[config.mk]
export PLATFORM = sky130hd
export DESIGN_NAME = cal_regs
export DESIGN_NICKNAME = d
export VERILOG_FILES = /design/src/inc/cal_regs_pkg.sv /design/src/hdl/cal_regs.sv
export SDC_FILE = /design/constraint.sdc
export NUM_CORES = 1
export LEC_CHECK = 0
export BUFFER_PORTS_ARGS = -buffer_cell sky130_fd_sc_hd__buf_2
export CORE_MARGIN = 1.5
export CORE_UTILIZATION = 55
export DETAILED_ROUTE_END_ITERATION = 8
export PLACE_DENSITY = 0.79
export REMOVE_ABC_BUFFERS = 1
export SLEW_MARGIN = 10
export SYNTH_ARGS = -nofsm -noshare
export SYNTH_HDL_FRONTEND = slang
export SYNTH_SLANG_ARGS = --single-unit
[constraint.sdc]
create_clock -name i_clk -period 2.1 [get_ports i_clk]
set_clock_uncertainty 0.05 [all_clocks]
set_input_delay 0.42 -clock i_clk [delete_from_list [all_inputs] [get_ports i_clk]]
set_output_delay 0.42 -clock i_clk [all_outputs]
set_load 0.03 [all_outputs]
[src/inc/cal_regs_pkg.sv]
// How it works
// - bit 15 enables and reports internal resistor
// - bits 4:0 hold resistor value, reset 0x0A
// - bits 12:8 show calibrated resistor value
// - six read-only overflow and underflow result flags
// - bit 8 high then low clears results
// - bit 7 reads high while calibrating
// - bit 6 enables gain calibration circuitry
// - bits 5:4 select offset range, reset zero
// - calibration clock gated by bit 3
// - bits 2:0 set calibration clock divider
// - bits 14:8 show comparator offset result
// - bit 1 flags completed calibration cycle
// - writing bit 0 starts calibration cycle
// - update bit applies staged settings, self-clears
// - gain field governs only outside calibration
package cal_regs_pkg;
  // ==========================================================
  // register offsets
  localparam logic [6:0] OFS_CH1_GAIN   = 7'h07;
  localparam logic [6:0] OFS_CH1_RSET   = 7'h0C;
  localparam logic [6:0] OFS_CAL_CONFIG = 7'h0D;
  localparam logic [6:0] OFS_COMP_OFS   = 7'h0E;
  localparam logic [6:0] OFS_UPDATE     = 7'h1D;
  localparam logic [6:0] OFS_PAT_STATE  = 7'h1E;
  // ==========================================================
  // field positions
  localparam int RSET_EN_BIT    = 15;
  localparam int RSET_CAL_LSB   = 8;
  localparam int RSET_LSB       = 0;
  localparam int COMP_OF_BIT    = 14;
  localparam int COMP_UF_BIT    = 13;
  localparam int RCAL_OF_BIT    = 12;
  localparam int RCAL_UF_BIT    = 11;
  localparam int GCAL_OF_BIT    = 10;
  localparam int GCAL_UF_BIT    = 9;
  localparam int CAL_RESET_BIT  = 8;
  localparam int CAL_MODE_BIT   = 7;
  localparam int CAL_MODE_EN_BIT= 6;
  localparam int RANGE_LSB      = 4;
  localparam int CLK_EN_BIT     = 3;
  localparam int CLK_DIV_LSB    = 0;
  localparam int COMP_CAL_LSB   = 8;
  localparam int CALIB_DONE_FLAG_BIT    = 1;
  localparam int START_BIT      = 0;
  localparam int UPDATE_BIT     = 0;
  localparam int GAIN_CAL_LSB   = 8;
  localparam int GAIN_LSB       = 0;
  // ==========================================================
  // field widths and reset values
  localparam int RSET_W  = 5;
  localparam int RANGE_W = 2;
  localparam int DIV_W   = 3;
  localparam int COMP_W  = 7;
  localparam int GAIN_W  = 7;
  localparam logic [4:0] RSET_RESET  = 5'h0A;
  localparam logic [1:0] RANGE_RESET = 2'h0;
  localparam logic [2:0] DIV_RESET   = 3'h0;
  // calibration cycle length, in calibration clock ticks
  localparam int CAL_TICKS_DEFAULT = 16;
  // ==========================================================
  // calibration engine states
  typedef enum logic [0:0] {
    ST_IDLE = 1'b0,
    ST_RUN  = 1'b1
  } cal_state_t;
endpackage

[src/hdl/cal_regs.sv]
`timescale 1ns/100ps
module cal_regs
  import cal_regs_pkg::*;
#(
  parameter int CAL_TICKS = CAL_TICKS_DEFAULT   // ticks per calibration cycle
) (
  // clock and reset
  input  wire logic              i_clk,
  input  wire logic              i_resetn,
  // register port from the serial decoder
  input  wire logic [6:0]        i_addr,
  input  wire logic              i_wr_en,
  input  wire logic [15:0]       i_wdata,
  input  wire logic              i_rd_en,
  output logic [15:0]            o_rdata,
  output logic                   o_rd_valid,
  // results from the analog calibration circuits
  input  wire logic [COMP_W-1:0] i_comp_result,
  input  wire logic              i_comp_of,
  input  wire logic              i_comp_uf,
  input  wire logic [RSET_W-1:0] i_rset_result,
  input  wire logic              i_rset_of,
  input  wire logic              i_rset_uf,
  input  wire logic [GAIN_W-1:0] i_gain_result,
  input  wire logic              i_gain_of,
  input  wire logic              i_gain_uf,
  // controls to the analog side
  output logic                   o_cal_clk_tick,
  output logic                   o_cal_busy,
  output logic                   o_gain_cal_en,
  output logic [RANGE_W-1:0]     o_offset_range,
  output logic                   o_rset_int_en,
  output logic [RSET_W-1:0]      o_rset_code,
  output logic [GAIN_W-1:0]      o_ch1_gain
);

  // elaboration check: a cycle needs at least one tick
  if (CAL_TICKS < 1 || CAL_TICKS > 255) begin : g_bad_ticks
    $error("CAL_TICKS out of range");
  end

  localparam logic [7:0] LAST_TICK = 8'(CAL_TICKS - 1);

  // ==========================================================
  // address decode
  logic wr_rset, wr_cfg, wr_comp, wr_upd, wr_gain;
  assign wr_rset = i_wr_en && (i_addr == OFS_CH1_RSET);
  assign wr_cfg  = i_wr_en && (i_addr == OFS_CAL_CONFIG);
  assign wr_comp = i_wr_en && (i_addr == OFS_COMP_OFS);
  assign wr_upd  = i_wr_en && (i_addr == OFS_UPDATE);
  assign wr_gain = i_wr_en && (i_addr == OFS_CH1_GAIN);

  // ==========================================================
  // staged settings, as written by the host
  logic                   stg_rset_en_q;     // internal resistor enable
  logic [RSET_W-1:0]      stg_rset_q;        // resistor code
  logic                   stg_gain_en_q;     // gain calibration enable
  logic [RANGE_W-1:0]     stg_range_q;       // offset range
  logic                   stg_clk_en_q;      // calibration clock enable
  logic [DIV_W-1:0]       stg_div_q;         // clock divider
  logic [GAIN_W-1:0]      stg_gain_q;        // channel gain

  // staging registers take writes at once
  always_ff @(posedge i_clk or negedge i_resetn) begin
    if (!i_resetn) begin
      stg_rset_en_q <= 1'b0;
      stg_rset_q    <= RSET_RESET;
      stg_gain_en_q <= 1'b0;
      stg_range_q   <= RANGE_RESET;
      stg_clk_en_q  <= 1'b0;
      stg_div_q     <= DIV_RESET;
      stg_gain_q    <= '0;
    end else begin
      if (wr_rset) begin
        stg_rset_en_q <= i_wdata[RSET_EN_BIT];
        stg_rset_q    <= i_wdata[RSET_LSB +: RSET_W];
      end
      if (wr_cfg) begin
        stg_gain_en_q <= i_wdata[CAL_MODE_EN_BIT];
        stg_range_q   <= i_wdata[RANGE_LSB +: RANGE_W];
        stg_clk_en_q  <= i_wdata[CLK_EN_BIT];
        stg_div_q     <= i_wdata[CLK_DIV_LSB +: DIV_W];
      end
      if (wr_gain) begin
        stg_gain_q <= i_wdata[GAIN_LSB +: GAIN_W];
      end
    end
  end

  // ==========================================================
  // update strobe: one pulse copies staged into active
  logic upd_q;  // reads back high for the cycle after the write

  always_ff @(posedge i_clk or negedge i_resetn) begin
    if (!i_resetn) begin
      upd_q <= 1'b0;
    end else begin
      // self clearing: stays high only while an update write with bit 0 set is held, re-applying each cycle
      upd_q <= wr_upd && i_wdata[UPDATE_BIT];
    end
  end

  // active settings: these are what the hardware uses
  logic               act_rset_en_q;
  logic [RSET_W-1:0]  act_rset_q;
  logic               act_clk_en_q;
  logic [DIV_W-1:0]   act_div_q;
  logic [GAIN_W-1:0]  act_gain_q;

  always_ff @(posedge i_clk or negedge i_resetn) begin
    if (!i_resetn) begin
      act_rset_en_q  <= 1'b0;
      act_rset_q     <= RSET_RESET;
      o_gain_cal_en  <= 1'b0;
      o_offset_range <= RANGE_RESET;
      act_clk_en_q   <= 1'b0;
      act_div_q      <= DIV_RESET;
      act_gain_q     <= '0;
    end else if (upd_q) begin
      act_rset_en_q  <= stg_rset_en_q;
      act_rset_q     <= stg_rset_q;
      o_gain_cal_en  <= stg_gain_en_q;
      o_offset_range <= stg_range_q;
      act_clk_en_q   <= stg_clk_en_q;
      act_div_q      <= stg_div_q;
      act_gain_q     <= stg_gain_q;
    end
  end

  // ==========================================================
  // calibration clock divider: tick every div+1 cycles
  logic [DIV_W-1:0] div_cnt_q;
  logic             tick;
  assign tick = act_clk_en_q && (div_cnt_q == act_div_q);

  always_ff @(posedge i_clk or negedge i_resetn) begin
    if (!i_resetn) begin
      div_cnt_q      <= '0;
      o_cal_clk_tick <= 1'b0;
    end else begin
      // gated off: counter parks so the next enable starts clean
      if (!act_clk_en_q || tick) begin
        div_cnt_q <= '0;
      end else begin
        div_cnt_q <= div_cnt_q + 1'b1;
      end
      o_cal_clk_tick <= tick;
    end
  end

  // ==========================================================
  // clear pulse: results drop on the falling edge of bit 8
  logic cal_reset_q;
  logic clear_res;
  assign clear_res = cal_reset_q && wr_cfg && !i_wdata[CAL_RESET_BIT];

  always_ff @(posedge i_clk or negedge i_resetn) begin
    if (!i_resetn) begin
      cal_reset_q <= 1'b0;
    end else if (wr_cfg) begin
      cal_reset_q <= i_wdata[CAL_RESET_BIT];
    end
  end

  // ==========================================================
  // calibration engine
  cal_state_t state_q;
  logic [7:0] tick_cnt_q;   // ticks spent in this cycle
  logic       start_q;      // start bit as read back
  logic       done_q;       // completion flag
  logic       finish;
  assign finish = (state_q == ST_RUN) && tick && (tick_cnt_q == LAST_TICK);

  // a start while running is ignored; it cannot restart a cycle
  always_ff @(posedge i_clk or negedge i_resetn) begin
    if (!i_resetn) begin
      state_q    <= ST_IDLE;
      tick_cnt_q <= '0;
      start_q    <= 1'b0;
      done_q     <= 1'b0;
      o_cal_busy <= 1'b0;
    end else begin
      case (state_q)
        ST_IDLE: begin
          if (wr_comp && i_wdata[START_BIT]) begin
            state_q    <= ST_RUN;
            tick_cnt_q <= '0;
            start_q    <= 1'b1;
            done_q     <= 1'b0;
            o_cal_busy <= 1'b1;
          end else if (clear_res) begin
            done_q <= 1'b0;
          end
        end
        ST_RUN: begin
          if (finish) begin
            state_q    <= ST_IDLE;
            start_q    <= 1'b0;
            done_q     <= 1'b1;
            o_cal_busy <= 1'b0;
          end else if (tick) begin
            tick_cnt_q <= tick_cnt_q + 8'h01;
          end
        end
        default: begin
          state_q    <= ST_IDLE;
          o_cal_busy <= 1'b0;
        end
      endcase
    end
  end

  // ==========================================================
  // result store: captured at the end of a cycle
  logic [COMP_W-1:0] comp_res_q;
  logic [RSET_W-1:0] rset_res_q;
  logic [GAIN_W-1:0] gain_res_q;
  logic [5:0]        flags_q;   // comp of/uf, rset of/uf, gain of/uf

  always_ff @(posedge i_clk or negedge i_resetn) begin
    if (!i_resetn) begin
      comp_res_q <= '0;
      rset_res_q <= '0;
      gain_res_q <= '0;
      flags_q    <= '0;
    end else if (finish) begin
      comp_res_q <= i_comp_result;
      rset_res_q <= i_rset_result;
      flags_q[5:2] <= {i_comp_of, i_comp_uf, i_rset_of, i_rset_uf};
      // gain results only move when the gain circuit was enabled
      if (o_gain_cal_en) begin
        gain_res_q   <= i_gain_result;
        flags_q[1:0] <= {i_gain_of, i_gain_uf};
      end
    end else if (clear_res) begin
      comp_res_q <= '0;
      rset_res_q <= '0;
      gain_res_q <= '0;
      flags_q    <= '0;
    end
  end

  // ==========================================================
  // analog controls
  always_ff @(posedge i_clk or negedge i_resetn) begin
    if (!i_resetn) begin
      o_rset_int_en <= 1'b0;
      o_rset_code   <= RSET_RESET;
      o_ch1_gain    <= '0;
    end else begin
      o_rset_int_en <= act_rset_en_q;
      o_rset_code   <= act_rset_q;
      // programmed gain only rules outside calibration
      o_ch1_gain <= (state_q == ST_RUN) ? gain_res_q : act_gain_q;
    end
  end

  // ==========================================================
  // read mux, one cycle latency; unmapped reads give zero
  logic [15:0] rd_mux;

  always_comb begin
    rd_mux = 16'h0000;
    case (i_addr)
      OFS_CH1_RSET: begin
        rd_mux[RSET_EN_BIT]                = act_rset_en_q;
        rd_mux[RSET_CAL_LSB +: RSET_W]     = rset_res_q;
        rd_mux[RSET_LSB +: RSET_W]         = stg_rset_q;
      end
      OFS_CAL_CONFIG: begin
        rd_mux[COMP_OF_BIT:GCAL_UF_BIT]    = flags_q;
        rd_mux[CAL_RESET_BIT]              = cal_reset_q;
        rd_mux[CAL_MODE_BIT]               = o_cal_busy;
        rd_mux[CAL_MODE_EN_BIT]            = stg_gain_en_q;
        rd_mux[RANGE_LSB +: RANGE_W]       = stg_range_q;
        rd_mux[CLK_EN_BIT]                 = stg_clk_en_q;
        rd_mux[CLK_DIV_LSB +: DIV_W]       = stg_div_q;
      end
      OFS_COMP_OFS: begin
        rd_mux[COMP_CAL_LSB +: COMP_W]     = comp_res_q;
        rd_mux[CALIB_DONE_FLAG_BIT]                = done_q;
        rd_mux[START_BIT]                  = start_q;
      end
      OFS_UPDATE: begin
        rd_mux[UPDATE_BIT]                 = upd_q;
      end
      OFS_CH1_GAIN: begin
        rd_mux[GAIN_CAL_LSB +: GAIN_W]     = gain_res_q;
        rd_mux[GAIN_LSB +: GAIN_W]         = stg_gain_q;
      end
      default: begin
        rd_mux = 16'h0000;
      end
    endcase
  end

  always_ff @(posedge i_clk or negedge i_resetn) begin
    if (!i_resetn) begin
      o_rdata    <= 16'h0000;
      o_rd_valid <= 1'b0;
    end else begin
      o_rd_valid <= i_rd_en;
      if (i_rd_en) begin
        o_rdata <= rd_mux;
      end
    end
  end
endmodule

# Word-level counts from Yosys, hierarchy flattened
# Index checks and enable logic that the tools add are counted.
# classes
eq_ne	13
n_reduce_logical	20
n_addsub	2
muxes	33
bitwise	1
# op_table
cell	count
$mux 7	5
$mux 8	3
$eq 7x4->1 const B	3
$pmux 5 s4	1
$pmux 8 s2	1
$logic_and 1x1->1	12
$mux 6	2
$mux 5	2
$mux 1	9
$pmux 3 s3	1
$add 8x1->8 const B	1
$eq 8x4->1 const B	1
$ne 2x2->1 const B	4
$eq 7x3->1 const B	1
$eq 7x5->1 const B	1
$pmux 1 s2	3
$pmux 2 s3	1
$reduce_and 2->1	3
$pmux 1 s5	1
$pmux 1 s4	1
$pmux 2 s2	1
$add 3x1->3 const B	1
$eq 3x3->1	1
$mux 3	1
8 further kinds	9
# word_totals
out_inout_bits	35
register_bits	112
input_bits	52
word_cells	101

# Longest topological paths before layout
# Gate-level depths: netlist of run 1.
# logic_depth
ltp_word	7
depth_mapped	7
mapped_depth_nobuf	5

# Least setup slack after synthesis of run 1
# No wires, ideal clock.
# synth_timing
path_kind	register to register
from	register tick_cnt_q[4]
to	register flags_q[0]
t_arrival_ps	1669
t_required_ps	1972
slack_ps	303
setup_ps	78
n_path_buf	1
stages_incl_launch_ff	6
synth_period_minus_slack_ps	1797
path_cell_list	dfrtp_1 -> or4_4 -> or2_0 -> buf_6 -> nor3_4 -> o2bb2ai_1
# synth_via
elab_chain_cells	4
elab_cells_between_ends	6
cone_classes	eq/ne: 2; mux: 1; reduce/logical: 3
# synth_lines
item	line_no	text
start: declaration	cal_regs.sv:168	logic [7:0] tick_cnt_q;
start signal: assignment	cal_regs.sv:202	tick_cnt_q <= tick_cnt_q + 8'h01;
$eq 8x4->1 *	cal_regs.sv:172	assign finish = (state_q == ST_RUN) && tick && (tick_cnt_q == LAST_TICK);
$logic_and 1x1->1 *	cal_regs.sv:172	
$ne 2x2->1 (no source line) or $reduce_bool 2->1 (tied branches)	-	
$reduce_and 2->1 (no source line)	-	
end signal: assignment	cal_regs.sv:233	flags_q[1:0] <= {i_gain_of, i_gain_uf};
end: declaration	cal_regs.sv:218	logic [5:0] flags_q;
# Every way passes the cells marked *; elsewhere a longest branch is shown, timed or not.
# A chain may end at the register's enable or synchronous reset.

# Worst setup path in the final report of run 1
# layout_timing
from	register tick_cnt_q[5]
to	register tick_cnt_q[4]
# layout_via
elab_chain_cells	4
# layout_lines
item	line_no
$eq 8x4->1	cal_regs.sv:172
$logic_and 1x1->1	cal_regs.sv:172
$ne 2x2->1 (no source line)	-
$reduce_and 3->1 (no source line)	-
# Every way passes these cells.

==> impl_results.md, run 1 <==
- Critical Path RT: approximately 2300 ps
- Yosys cell types: 53
- CTS tree: yes
- Routed Antenna Nets: 0
- Syn Area/Cell: 12.59 um^2
- Total GRT Usage: 24.37%
- Crit Path Max Fanout: 6
- Power after layout: approximately 4.0 mW
- Setup tns final: 0 ps
- Cell Area, Synth: 4847 um^2
- Post-route clock period utilization: 93.59%
- First-pass DRT Iterations: 5
- Worst Hold Class: input port to flop
- Fin nets: 530
- Max Slew Vio Count: 0
- Worst hold path stage count: 2
- Placed inst area: 5445 um^2
- Residual DRC: 0
- Leak: 2.692 nW
- Synth Instances: 385
- RSZ-0062 raised after global routing: false
- Clock-pin slew on the worst setup and hold paths: 110 ps
- Hold_sp: i_addr[5]
- Hold Slack: approximately 190 ps
- Initial antenna violation count: 0
- CP max stage cell: or4_4
- Port Buf Inserts: 79
- Crit-path leading delay family: simple AND/OR/NAND/NOR gates
- Grt met2 use: 38.41%
- GR met3 Demand/Resource: 4.046%
- Crit path launch type: flop
- Worst slew margin: 61.49%
- Top cell type by total area after synthesis: dfrtp_1
- Final setup vio count: 0
- Post-synth top area share: 54.72%
- Maximum vdd drop: 0.0003622 V
- Root Buffer: clkbuf_8
- Max H-tree Level: 3
- Critical path depth: 5
- Via count: roughly 3600
- Die area: 9385 um^2
- Routed Wire Length: roughly 11000 um
- Sink Count: 112
- Io pins: 87
- Area Growth Syn to Fin: 16.70%
- CTS Buf Count: 9
- Final hold violation count: 0
- Met1 GRT Util: roughly 34%
- CP endpoint kind: flop
- Setup slack, reg-to-reg: between 100 and 150 ps
- Iteration-0 DRC Markers: 238
- Util after Layout: 65.50%
- Post-synthesis sequential area ratio: 57.98%
- Critical-path cell list: or4_4 > or2_1 > buf_4 > o211ai_1 > nand3_1
- FF-to-FF path depth: 5
- Area contributors post-synth: dfrtp_1 55%, mux2_2 11%, dfstp_2 3.3%
- Routability cong.: 0.8268
- RR Endpoint: tick_cnt_q[4]$_DFFE_PN0P_
- Layout cells sized above 1: 37.01%
- Drt wl/cell: around 19 um
- Vias per cell: 6.041
- Post-Layout Cell Count: 589
- Final Cell Area: 5657 um^2
- Worst r2r src: tick_cnt_q[5]$_DFFE_PN0P_
- Core area: 8636 um^2
- Place WS: 54.89 ps
- Total grt overflow: 0
- Die H: 96.88 um
- FFs w/ async S/R, synth: between 90% and 100%
- WP data arrival: 2180 ps
- Commonest non-fill, non-tap cell in the layout: dfrtp_1
- Most frequent cells in the layout: 106 x dfrtp_1, 78 x buf_2, 47 x mux2_2
- Number of global-route vias before repair: 3512
- PD cells: around 710 nW/um^2
- Worst Hold Endpoint: upd_q$_DFF_PN0_
- Crit path kind: flop to flop
- Max-cap violation count: 0
- First-pass GRT wire length: 17820 um
- Outcome: completed
- Count of state elements after synthesis: 112
- Global-route layer with the greatest usage: met2
- Cell Rows: 34
- Max stage delay on crit path: 550 ps
- Slew @ Worst Pin: 571.6 ps
- Clock period minus worst slack: 1965 ps
- Final setup margin: 134.6 ps
- WP buf/inv: 1
- Dpl hpwl: just under 8000 um
- Syn. warnings: 0
- Largest net degree at the start of global routing: 53
- # diodes: 0
- Synth Flop Type: dfrtp_1
- Die Span X: 96.88 um
- EDFF count, synth: 0
- Clk Latency, worst-skew pair: between 300 and 400 ps
- Peak Freq: ~510 MHz
- CTS Buffer Depth: 2
- Initial core utilization: 56.13%
- Dpl cells: 572
sequential cells by signal, summed over array words and instances (netlist names), 3 cells and up:
register     flops
act_div_q        3
act_gain_q       7
act_rset_q       5
comp_res_q       7
div_cnt_q        3
flags_q          6
gain_res_q       7
o_ch1_gain       7
o_rdata         16
o_rset_code      5
rset_res_q       5
stg_div_q        3
stg_gain_q       7
stg_rset_q       5
tick_cnt_q       8
synth_stat cells (5+ instances only):
library cell    n
a21oi_1         6
a22o_1         16
a22oi_1        12
a2bb2oi_1       5
buf_2           6
clkbuf_1        9
dfrtp_1       106
dfstp_2         6
inv_1          20
mux2_2         47
mux2i_1         9
nand2_1        11
nand3_1        10
nor2_1          8
o21ai_0        23
o22a_1          5
o22ai_1        13
o2bb2ai_1      10
xnor2_1         5
logic make-up (layout without fill, tap and decap cells):
family | Yosys count | after routing | share of synthesized area [%]
buffers and inverters | 40 | 136 | 3.562
AO/OA/AOI/OAI | 103 | 103 | 15.15
adder cells (fa/ha/maj) | 2 | 2 | 0.5162
XOR/XNOR | 6 | 6 | 1.084
AND/OR/NAND/NOR | 66 | 66 | 8.932
multiplexers | 56 | 56 | 12.78
flip-flops | 112 | 112 | 57.98
worst reg2reg max path, delay by kind of cell (launching register included):
family | cells | cell delay, ps
AND/OR/NAND/NOR | 3 | 990
flip-flops | 1 | 430
buffers and inverters | 1 | 210
AO/OA/AOI/OAI | 1 | 180
final cells by class:
class,count,area (um^2)
Fill cell,656,2979
Sequential cell,112,2810
Multi-Input combinational cell,233,1872
Timing Repair Buffer,100,570.5
Tap cell,108,135.1
Clock buffer,9,123.9
Inverter,20,75.07
Clock inverter,7,70.07
power breakdown:
part	leakage, nW	internal [mW]	switching (mW)
Combinational	1.14	0.188	0.260
Sequential	1.45	2.26	0.0709
Clock	0.0973	0.469	0.788
worst max path at each step:
stage,end,from
3_5_place_dp,stg_gain_q[2]$_DFFE_PN0P_,i_addr[4]
2_1_floorplan,flags_q[0]$_DFFE_PN0P_,tick_cnt_q[4]$_DFFE_PN0P_
6_report,tick_cnt_q[4]$_DFFE_PN0P_,tick_cnt_q[5]$_DFFE_PN0P_
3_3_place_gp,stg_gain_q[6]$_DFFE_PN0P_,i_addr[5]
5_1_grt,start_q$_DFFE_PN0P_,tick_cnt_q[5]$_DFFE_PN0P_
4_1_cts,tick_cnt_q[4]$_DFFE_PN0P_,tick_cnt_q[5]$_DFFE_PN0P_
routing by layer:
layer / vias up / share of wire (%) / wire (um)
met2: 121 / 49 / 5369
met4: 0 / 2.8 / 307
li1: 1609 / - / -
met5: - / 0 / 0
met3: 24 / 5.0 / 556
met1: 1804 / 43 / 4795
what timing repair did:
| item | CTS | global route |
|---|---|---|
| endpoints found under the hold margin | 30 | 0 |
| gates resized for setup | 0 | 2 |
| hold buffers | 1 | 0 |
| buffers inserted | 0 | 0 |
| setup endpoints to repair | 0 | 2 |
No activity file was read; power rests on OpenSTA's default activity.
==> run 2: changes to the inputs <==
CORE_MARGIN = default   (was 1.5)
==> run 2 against run 1 <==
Compared with the run above: clock power grew 12%; sequential share of layout area shrank 0.54 points; critical path depth is the same.
==> impl_results.md, run 2 (synthesized netlist as in run 1, its figures left out) <==
- Largest net degree at the start of global routing: 47 (-11%)
- Die H: 95.88 um (-1.0%)
- Via count: 3580 (+0.62%)
- Reg with most FFs: o_rdata
- Max Slew Vio Count: 0 (unchanged)
- Largest registers: o_rdata (16), tick_cnt_q (8)
- Initial core utilization: 57.83% (+1.7 points)
- Clk Latency, worst-skew pair: 370 ps (about the same)
- Critical Path RT: 2360 ps (+40 ps)
- Crit path launch type: flop
- Peak Freq: 498.9 MHz (-1.9%)
- First-pass GRT wire length: 18150 um (+1.9%)
- WP data arrival: 2260 ps (+80 ps)
- Number of global-route vias before repair: 3620 (+3.1%)
- CTS Buf Count: 9 (unchanged)
- Layout cells sized above 1: 37.11% (+0.11 points)
- Fillers: 617 (-5.9%)
- Post-Layout Cell Count: 590 (+0.17%)
- Total grt overflow: 0 (unchanged)
- Max-cap violation count: 0 (unchanged)
- RSZ-0062 raised after global routing: false
- Core area: 8382 um^2 (-2.9%)
- Worst Hold Class: input port to flop
- Multi-input gate area: 1872 um^2 (unchanged)
- Clock share of power: 33.8% (+2.6 points)
- PD cells: 732.4 nW/um^2 (+2.7%)
- Routability cong.: 0.8586 (+3.8%)
- Fin nets: 534 (+0.75%)
- Root Buffer: clkbuf_8
- Place WS: 79.05 ps (+24.16 ps)
- First-pass DRT Iterations: 4 (-1)
- Cell Rows: 33 (-2.9%)
- Outcome: completed
- Sink Count: 112 (unchanged)
- Drt wl/cell: 19.01 um (+1.5%)
- Slew @ Worst Pin: 538.4 ps (-33.25 ps)
- Iteration-0 DRC Markers: 183 (-23%)
- Final setup margin: 95.56 ps (-39.07 ps)
- Residual DRC: 0 (unchanged)
- # diodes: 0 (unchanged)
- Vias per cell: 6.068 (+0.45%)
- Die Span X: 95.88 um (-1.0%)
- Switching Fraction: 25.20% (-2.5 points)
- Commonest non-fill, non-tap cell in the layout: dfrtp_1
- Setup tns final: 0 ps (unchanged)
- Clock-pin slew on the worst setup and hold paths: 100 ps (about the same)
- Final hold violation count: 0 (unchanged)
- Seq pwr share: 55.6% (-2.1 points)
- Max H-tree Level: 3 (unchanged)
- Most frequent cells in the layout: 106 x dfrtp_1, 78 x buf_2, 47 x mux2_2
- Worst slew margin: 63.73% (+2.2 points)
- CTS tree: yes
- Leak: 2.730 nW (+1.4%)
- Routed Wire Length: 11210 um (+1.7%)
- Area Growth Syn to Fin: 17.99%
- Dpl hpwl: 7879 um (+0.57%)
- Max reg flops: 16 (unchanged)
- Total GRT Usage: 26.70% (+2.3 points)
- Total net switching power: 1.055 mW (-5.7%)
- Initial antenna violation count: 0 (unchanged)
- Internal power: 3.133 mW (+7.5%)
- CP endpoint kind: flop
- Crit path kind: flop to flop
- Crit Path Max Fanout: 16 (+10)
- Port Buf Inserts: 79 (unchanged)
- Die area: 9192 um^2 (-2.1%)
- Seq. cell area: 2810 um^2 (unchanged)
- Maximum vdd drop: 0.0004357 V (+20%)
- Io pins: 87 (unchanged)
- Clock period minus worst slack: 2004 ps (+39.07 ps)
- Final setup vio count: 0 (unchanged)
- Dpl cells: 573 (+0.17%)
- Routed Antenna Nets: 0 (unchanged)
- Post-route clock period utilization: 95.45% (+1.9 points)
- Gate power share: 10.7% (-0.4 points)
- CTS Buffer Depth: 2 (unchanged)
## run 2: cell count changes in the layout (fill, tap and decap cells not counted)
cell / before / now
bufinv_16: 0 / 2
clkinvlp_4: 1 / 0
inv_6: 0 / 3
buf_4: 20 / 23
or2_1: 1 / 0
buf_12: 1 / 2
clkbuf_1: 0 / 2
inv_8: 4 / 0
clkinv_4: 2 / 0
or2_0: 0 / 1
## run 2: what timing repair did
action / 4_1_cts / 5_1_grt
gates resized for setup: 0 / 1
hold buffers: 1 / 0
setup buffers: 0 / 0
setup endpoints to repair: 0 / 1
endpoints found under the hold margin: 31 / 0
## run 2: power groups by stage
stage | clock network (mW) | logic, mW | registers [mW]
after floorplan | 0 | 0.176 | 2.40
after global placement | 0 | 0.428 | 2.36
after detailed placement | 0 | 0.441 | 2.37
after CTS | 1.43 | 0.446 | 2.33
after global routing | 1.51 | 0.489 | 2.34
final | 1.41 | 0.446 | 2.33
## run 2: worst paths after layout
kind	from	to	slack, ps	cells after the start
min in group asynchronous	i_resetn	stg_rset_q[0]$_DFFE_PN0P_	500	2
setup / recovery	tick_cnt_q[5]$_DFFE_PN0P_	flags_q[2]$_DFFE_PN0P_	100	5
setup reg to reg	tick_cnt_q[5]$_DFFE_PN0P_	flags_q[2]$_DFFE_PN0P_	100	5
hold / removal	i_addr[5]	upd_q$_DFF_PN0_	200	2
max in group asynchronous	i_resetn	o_rset_code[1]$_DFF_PN1_	900	3
hold reg to reg	act_rset_q[3]$_DFFE_PN1P_	o_rset_code[3]$_DFF_PN1_	320	0
## run 2: cell type report
class,count,share of cell area (%)
timing repair buffer,104,10.72
multi-input combinational,233,32.73
inverter,20,1.313
tap,105,2.297
clock buffer,11,2.297
clock inverter,5,1.510
sequential,112,49.14
## run 2: critical path, cell delays in order, from the launching register on
cell and delay, ps:
dfrtp_1 430, or4_4 560, or2_0 290, buf_4 200, nor2_8 220, a22o_1 190
## run 2: per-stage QoR
stage / utilization, % / cell area (um^2) / power [mW] / hold WS (ps)
5_1_grt: 68.23 / 5719 / 4.342 / 201.2
3_5_place_dp: 65.43 / 5484 / 2.809 / 309.7
2_1_floorplan: - / 4750 / 2.574 / 74.41
6_report: 68.23 / 5719 / 4.189 / 196.3
3_3_place_gp: 65.43 / 5484 / 2.790 / 305.6
4_1_cts: 68.14 / 5712 / 4.204 / 190.9
## run 2: metal layers
layer,vias up,GRT usage (%),share of wire [%]
met3,25,4.028,5.1
met5,-,0,0
met2,138,43.21,49
met1,1791,35.60,43
met4,0,12.44,2.5
li1,1626,-,-
